==> src/logic/pcr_consts.vh <==
`ifndef PCR_CONSTS_VH
`define PCR_CONSTS_VH

// Management address of the control register
`define PCR_ADDR_CONTROL 5'h00
// Control register reset value: 100 Mb/s, auto-negotiation, full duplex
`define PCR_CONTROL_RESET 16'h3100
// Field positions
`define PCR_BIT_SOFT_RESET 15
`define PCR_BIT_LOOPBACK 14
`define PCR_BIT_SPEED 13
`define PCR_BIT_ANEG_EN 12
`define PCR_BIT_POWER_DOWN 11
`define PCR_BIT_ISOLATE 10
`define PCR_BIT_ANEG_RESTART 9
`define PCR_BIT_DUPLEX 8
`define PCR_BIT_COLL_TEST 7
// Reserved low field 6:0 and its reset value
`define PCR_RSVD_MSB 6
`define PCR_RSVD_RESET 7'h00
// Value returned for an unlisted management address
`define PCR_UNMAPPED_READ 16'h0000
// Receive holding register reset value
`define PCR_RX_HOLD_RESET 16'h0000

`endif

==> src/logic/pcr_phy_control.v <==
`timescale 1ns/100ps
`include "pcr_consts.vh"

module pcr_phy_control (
    clk,
    sys_rst,
    mgmt_start,
    mgmt_write,
    mgmt_addr,
    mgmt_tx_holding,
    mgmt_rx_holding,
    mgmt_done,
    aneg_full_resolved,
    aneg_restart_done,
    tx_initiated,
    tx_halted,
    phy_control,
    full_duplex,
    collision_test,
    loopback_enable,
    speed_select,
    autoneg_enable,
    power_down,
    isolate,
    autoneg_restart,
    soft_reset_pulse
);
    input wire clk;
    input wire sys_rst;
    input wire mgmt_start;
    input wire mgmt_write;
    input wire [4:0] mgmt_addr;
    input wire [15:0] mgmt_tx_holding;
    output reg [15:0] mgmt_rx_holding;
    output reg mgmt_done;
    input wire aneg_full_resolved;
    input wire aneg_restart_done;
    input wire tx_initiated;
    input wire tx_halted;
    output wire [15:0] phy_control;
    output wire full_duplex;
    output wire collision_test;
    output wire loopback_enable;
    output wire speed_select;
    output wire autoneg_enable;
    output wire power_down;
    output wire isolate;
    output wire autoneg_restart;
    output reg soft_reset_pulse;

    ////////////////////////////////////////////////////////////////////
    // Register state and next values
    reg [15:0] ctrl_q;
    reg [15:0] ctrl_d;
    reg [15:0] wr_value;
    reg [15:0] rd_value;
    reg restart_d;
    reg coll_d;
    reg duplex_d;

    // Decode and event strobes
    wire hit_ctrl;
    wire wr_ctrl;
    wire rd_req;
    wire soft_rst_pending;
    wire restart_clr;
    wire aneg_dup_set;

    // Write-or-hold choice shared by the bits that hardware also drives
    function pcr_pick;
        input cur;
        input wr_en;
        input wr_bit;
        begin
            pcr_pick = wr_en ? wr_bit : cur;
        end
    endfunction

    ////////////////////////////////////////////////////////////////////
    // Transaction decode
    assign hit_ctrl = (mgmt_addr == `PCR_ADDR_CONTROL);
    assign wr_ctrl = mgmt_start & mgmt_write & hit_ctrl;
    assign rd_req = mgmt_start & ~mgmt_write;
    assign soft_rst_pending = ctrl_q[`PCR_BIT_SOFT_RESET];
    // Restart only completes while one is actually outstanding
    assign restart_clr = ctrl_q[`PCR_BIT_ANEG_RESTART] & aneg_restart_done;
    // Negotiation results are ignored while auto-negotiation is off
    assign aneg_dup_set = aneg_full_resolved & ctrl_q[`PCR_BIT_ANEG_EN];

    ////////////////////////////////////////////////////////////////////
    // Write value; the reserved low field never stores anything but zero
    always @* begin
        wr_value = mgmt_tx_holding;
        wr_value[`PCR_RSVD_MSB:0] = `PCR_RSVD_RESET;
    end

    ////////////////////////////////////////////////////////////////////
    // Events are applied after the write, so an event that falls in the
    // cycle of a clearing write is never lost
    always @* begin
        restart_d = pcr_pick(ctrl_q[`PCR_BIT_ANEG_RESTART], wr_ctrl,
            wr_value[`PCR_BIT_ANEG_RESTART]);
        if (restart_clr) begin
            restart_d = 1'b0;
        end
    end

    ////////////////////////////////////////////////////////////////////
    // Collision test: a transmission start beats a halt in one cycle
    always @* begin
        coll_d = pcr_pick(ctrl_q[`PCR_BIT_COLL_TEST], wr_ctrl,
            wr_value[`PCR_BIT_COLL_TEST]);
        if (tx_halted) begin
            coll_d = 1'b0;
        end
        if (tx_initiated) begin
            coll_d = 1'b1;
        end
    end

    ////////////////////////////////////////////////////////////////////
    // Duplex: software or a resolved full-duplex negotiation may set it
    always @* begin
        duplex_d = pcr_pick(ctrl_q[`PCR_BIT_DUPLEX], wr_ctrl,
            wr_value[`PCR_BIT_DUPLEX]);
        if (aneg_dup_set) begin
            duplex_d = 1'b1;
        end
    end

    ////////////////////////////////////////////////////////////////////
    // Next register value; a pending soft reset overrides every source
    always @* begin
        ctrl_d = ctrl_q;
        if (wr_ctrl) begin
            ctrl_d = wr_value;
        end
        // Hardware-owned bits take their merged value
        ctrl_d[`PCR_BIT_ANEG_RESTART] = restart_d;
        ctrl_d[`PCR_BIT_COLL_TEST] = coll_d;
        ctrl_d[`PCR_BIT_DUPLEX] = duplex_d;
        // Soft reset completes in one cycle: every field reloads defaults
        if (soft_rst_pending) begin
            ctrl_d = `PCR_CONTROL_RESET;
        end
    end

    always @(posedge clk) begin
        if (sys_rst) begin
            ctrl_q <= `PCR_CONTROL_RESET;
        end else begin
            ctrl_q <= ctrl_d;
        end
    end

    ////////////////////////////////////////////////////////////////////
    // One-cycle notice to the rest of the PHY that the reload happened
    always @(posedge clk) begin
        if (sys_rst) begin
            soft_reset_pulse <= 1'b0;
        end else begin
            soft_reset_pulse <= soft_rst_pending;
        end
    end

    ////////////////////////////////////////////////////////////////////
    // Read path; unlisted addresses read as zero, software ignores them
    always @* begin
        rd_value = `PCR_UNMAPPED_READ;
        if (hit_ctrl) begin
            rd_value = ctrl_q;
        end
    end

    // Holds its word until the next read, whatever the address
    always @(posedge clk) begin
        if (sys_rst) begin
            mgmt_rx_holding <= `PCR_RX_HOLD_RESET;
        end else if (rd_req) begin
            mgmt_rx_holding <= rd_value;
        end
    end

    ////////////////////////////////////////////////////////////////////
    // Every transaction, mapped or not, is answered one cycle later
    always @(posedge clk) begin
        if (sys_rst) begin
            mgmt_done <= 1'b0;
        end else begin
            mgmt_done <= mgmt_start;
        end
    end

    ////////////////////////////////////////////////////////////////////
    // Register image and the bits that steer the rest of the PHY
    assign phy_control = ctrl_q;
    assign full_duplex = ctrl_q[`PCR_BIT_DUPLEX];
    assign collision_test = ctrl_q[`PCR_BIT_COLL_TEST];

    // Configuration bits plus the hardware-cleared restart bit; their effect lives elsewhere in the PHY
    assign loopback_enable = ctrl_q[`PCR_BIT_LOOPBACK];
    assign speed_select = ctrl_q[`PCR_BIT_SPEED];
    assign autoneg_enable = ctrl_q[`PCR_BIT_ANEG_EN];
    assign power_down = ctrl_q[`PCR_BIT_POWER_DOWN];
    assign isolate = ctrl_q[`PCR_BIT_ISOLATE];
    assign autoneg_restart = ctrl_q[`PCR_BIT_ANEG_RESTART];

endmodule // pcr_phy_control

==> config.mk <==
export PLATFORM = sky130hd
export DESIGN_NAME = pcr_phy_control
export DESIGN_NICKNAME = d
export VERILOG_FILES = /design/src/logic/pcr_phy_control.v
export VERILOG_INCLUDE_DIRS = /design/src /design/src/logic
export SDC_FILE = /design/constraint.sdc
export NUM_CORES = 1
export LEC_CHECK = 0
export BUFFER_PORTS_ARGS = -buffer_cell sky130_fd_sc_hd__buf_2
export CAP_MARGIN = 20
export CORE_MARGIN = 2
export CORE_UTILIZATION = 43
export DETAILED_ROUTE_END_ITERATION = 8
export HOLD_SLACK_MARGIN = 0.02
export PLACE_DENSITY = 0.89
export SLEW_MARGIN = 40
export SYNTH_ARGS = -nofsm -noshare
export SYNTH_HDL_FRONTEND = slang
export SYNTH_SLANG_ARGS = --single-unit
==> constraint.sdc <==
create_clock -name clk -period 3.3 [get_ports clk]
set_input_delay 0.825 -clock clk [delete_from_list [all_inputs] [get_ports clk]]
set_output_delay 0.825 -clock clk [all_outputs]
set_load 0.01 [all_outputs]
; Yosys cells after proc, flatten, opt, wreduce, memory -nomap -nowiden
; Cells that the tools add are included.
[totals]
register_bits = 27
inputBits = 29
out_inout_bits = 42
wordCells = 25
[op_classes]
mux = 4
bitwise = 7
reduce_logical = 6
[op_table]
columns = op, count
row1 = 16-bit 2-to-1 mux, 1
row2 = 3-bit OR reduction, 3
row3 = 1-bit bitwise AND, 5
row4 = 5-bit logical NOT, 1
row5 = 1-bit 2-to-1 mux, 3
row6 = 3-bit nonzero test, 1
row7 = 1-bit NOT, 2
row8 = 2-bit OR reduction, 1

; Logic depth before layout (Yosys ltp)
[depth]
ltp_word = 5
ltp_mapped = 4
depth_no_buf = 3

; Worst setup path before layout
; Ideal clock, no wire load.
[synth_path]
path_type = input to register
start = in mgmt_addr[1]
end = reg ctrl_q[7], in the netlist phy_control[7]
setup_ns = 0.129
arrival_ns = 1.695
required_time_ns = 3.171
slack_ns = 1.476
path_stages = 4
cell_sequence = or3_1 -> buf_2 -> a2111oi_4 -> a211oi_1
[synth_between]
elab_chain_len = 3
[synth_rtl]
columns = element, line_no
row1 = start: declaration, pcr_phy_control.v:32  ; input wire [4:0] mgmt_addr;
row2 = 5-bit logical NOT (no line), n/a
row3 = 1-bit bitwise AND, pcr_phy_control.v:82  ; assign wr_ctrl = mgmt_start & mgmt_write & hit_ctrl;
row4 = 3-bit nonzero test (no line), n/a
row5 = end signal: assignment, pcr_phy_control.v:150  ; ctrl_q <= `PCR_CONTROL_RESET;
row6 = end signal: assignment, pcr_phy_control.v:152  ; ctrl_q <= ctrl_d;
row7 = end: declaration, pcr_phy_control.v:53  ; reg [15:0] ctrl_q;
; No other way between the ends.
; A chain may end at the register's enable or synchronous reset.

; Final worst setup path
; Same ends and word-level chain as after synthesis.

==> load_flow_metrics.sql <==
INSERT INTO impl_metrics (metric_group, metric, value, unit) VALUES
('worst_setup_path', 'path_cells', 'buf_2, or3_1, a2111oi_4, a211oi_1', ''),
('final_layout', 'antenna-diode-count', '0', ''),
('synthesis', 'synthesis.instances', '117', ''),
('routing', 'antenna_viol_nets_final', '0', ''),
('routing', 'routed_vias', '907', ''),
('routing', 'drc', '0', ''),
('cts', 'cts.root.buffer_cell', 'clkbuf_4', ''),
('routing', 'average_vias_per_placed_instance', '4.98', ''),
('sta', 'max-slew-margin-rel', '59.6', '%'),
('place', 'pre_cts_slack', '1.26', 'ns'),
('routing', 'topRoutingLayerUsed', 'met4', ''),
('routing', 'drt_iter0_drc', '25', ''),
('cts', 'clkSlewWorstSetupHoldPaths', '0.11', 'ns'),
('worst_setup_path', 'worstSetupEndpointType', 'flip-flop', ''),
('grt', 'tot_gr_track_use', '16.3', '%'),
('worst_setup_path', 'critical_path_peak_fanout', '8', ''),
('routing', 'detail_route.wirelength', '2.08', 'mm'),
('routing', 'routed_wire_length_per_instance', '11.4', 'um'),
('sta', 'slew_worst_pin', '0.604', 'ns'),
('sta', 'timing.hold.ws', '0.462', 'ns'),
('floorplan', 'die_w', '52.0', 'um'),
('place', 'globalplace.congestion', '0.758', ''),
('sta', 'finalSetupViolCount', '0', ''),
('final_layout', 'post_route_cells_drive_above_1_share', '37.0', '%'),
('power', 'vdd_drop_max', '0.289', 'mV'),
('synthesis', 'synth.avg_cell_area', '8.48', 'um2'),
('cts', 'tritoncts.num_buffers', '3', ''),
('final_layout', 'areaGrowthSynthToFinish', '18.4', '%'),
('worst_setup_path', 'slowest_stage', 'or3_1', ''),
('flow_run', 'timing.max_cap.violations', '0', ''),
('sta', 'fmaxAchievable', '585', 'MHz'),
('final_layout', 'area.sequential', '400', 'um2'),
('sta', 'worst_slack', '1.59', 'ns'),
('cts', 'cts_stage_hold_buffer_count', '0', ''),
('worst_setup_path', 'critical_path_class', 'input pin to flip-flop', ''),
('final_layout', 'leading_cell_type_in_the_layout_fill_and_taps_excluded', 'buf_2', ''),
('worst_setup_path', 'worstPathBufferInverterCount', '1', ''),
('worst_setup_path', 'critical_path_s_largest_stage_delay', '0.52', 'ns'),
('synthesis', 'synth_area', '992', 'um2'),
('cts', 'clk_latency', '0.30', 'ns'),
('cts', 'postCtsSetupBuffers', '0', ''),
('final_layout', 'design.final.nets', '184', ''),
('sta', 'timing.final.crit_share', '51.8', '%'),
('cts', 'clockBufferDepth', '2', ''),
('cts', 'clock-sinks', '20', ''),
('cts', 'cts_htree_levels', '1', ''),
('place', 'portBuffers', '49', ''),
('floorplan', 'fp.dieArea', '2710', 'um2'),
('grt', 'maximum_number_of_pins_on_one_net_before_global_route_repair', '18', ''),
('cts', 'cts_tree', 'yes', ''),
('worst_setup_path', 'required_time_of_the_worst_setup_path', '3.49', 'ns'),
('floorplan', 'core_area', '2190', 'um2'),
('status', 'status', 'complete, no violations', ''),
('synthesis', 'synth.distinct_cells', '23', ''),
('final_layout', 'multi_input_area', '438', 'um2'),
('power', 'p_leak', '0.524', 'nW'),
('worst_setup_path', 'timing.critical_path.arrival', '1.90', 'ns'),
('synthesis', 'yosysSeqAreaShare', '40.4', '%'),
('floorplan', 'row_count', '17', ''),
('grt', 'globalRouteOverflowTotal', '0', ''),
('sta', 'grt_setup_unrepaired', 'no', ''),
('final_layout', 'finalCoreUtilization', '53.6', '%'),
('min_path', 'hp-class', 'flip-flop to flip-flop', ''),
('worst_setup_path', 'cp-start-kind', 'input pin', ''),
('sta', 'finalMaxSlewViolations', '0', ''),
('sta', 'setup_total_negative_slack', '0', 'ns'),
('final_layout', 'nFillCells', '211', ''),
('sta', 'finalClockSkew', '0.00280', 'ns'),
('sta', 'finalHoldViolations', '0', ''),
('grt', 'antenna_found_initial', '0', ''),
('routing', 'drt-pass1-iter-count', '4', '');
cell usage after synthesis:
master / instances / area (um2)
or2_2: 1 / 6.26
nand3_1: 10 / 50.1
a2111oi_4: 1 / 27.5
nand4bb_1: 1 / 11.3
dfxtp_1: 20 / 400
buf_6: 1 / 11.3
and4bb_2: 1 / 12.5
or3_1: 1 / 6.26
nand2_1: 11 / 41.3
nor2_1: 3 / 11.3
buf_4: 23 / 173
conb_1: 1 / 3.75
a221oi_1: 1 / 8.76
inv_1: 1 / 3.75
nor2b_1: 3 / 18.8
nand4_1: 9 / 56.3
nor3_2: 1 / 10.0
o21ai_0: 7 / 35.0
nand2b_1: 1 / 6.26
clkbuf_1: 3 / 11.3
buf_2: 2 / 10.0
a211oi_1: 1 / 7.51
a21oi_1: 14 / 70.1
path summary, 6_finish.rpt:
kind	from	end	slack, ns	depth (start not counted)
max	mgmt_addr[1]	phy_control[7]$_SDFFE_PP0P_	1.59	4
min	mgmt_rx_holding[9]$_SDFFE_PP0P_	mgmt_rx_holding[9]$_SDFFE_PP0P_	0.46	2
max reg2reg	phy_control[15]$_SDFF_PP0_	phy_control[9]$_SDFFE_PP0P_	2.26	2
min reg2reg	mgmt_rx_holding[9]$_SDFFE_PP0P_	mgmt_rx_holding[9]$_SDFFE_PP0P_	0.46	2
per-stage QoR:
step | instance area, um2 | power [mW] | cells
2_1_floorplan | 1040 | 0.292 | 130
3_3_place_gp | 1120 | 0.296 | 178
3_5_place_dp | 1120 | 0.299 | 178
4_1_cts | 1170 | 0.493 | 182
5_1_grt | 1170 | 0.507 | 182
6_report | 1170 | 0.493 | 182
kinds of logic after synthesis:
logic type      share of synthesized area (%)
buf+inv                                  21.1
simple gates                             23.2
compound gates                           15.0
flops                                    40.4
other cells                             0.378
per-layer routing:
metal / global-route usage (%) / vias to the layer above
met5: 0 / -
met4: 7.02 / 0
met3: 2.30 / 3
met2: 28.1 / 44
met1: 19.9 / 415
li1: - / 445
worst reg2reg max path: cells and delay by family, from the launching register on:
kind               cells  cell delay (ns)
AOI/OAI and AO/OA      1             0.23
DFF                    1             0.35
and+or+nand+nor        1             0.36
area by class of cell:
class | instances | area share [%]
multi-input combinational | 80 | 37.3
inverter | 1 | 0.319
timing repair buffer | 49 | 20.9
clock buffer | 3 | 1.92
sequential | 20 | 34.1
clock inverter | 1 | 2.56
tap | 28 | 2.98
state kept, by name, summed over array words and instances (netlist names):
register,cells
soft_reset_pulse,1
mgmt_rx_holding,9
phy_control,9
mgmt_done,1
power by group:
| group | switching (mW) | internal (mW) |
|---|---|---|
| sequential | 0.00153 | 0.243 |
| clock | 0.0768 | 0.123 |
| combinational | 0.0321 | 0.0164 |
(Power assumes the default switching activity.)
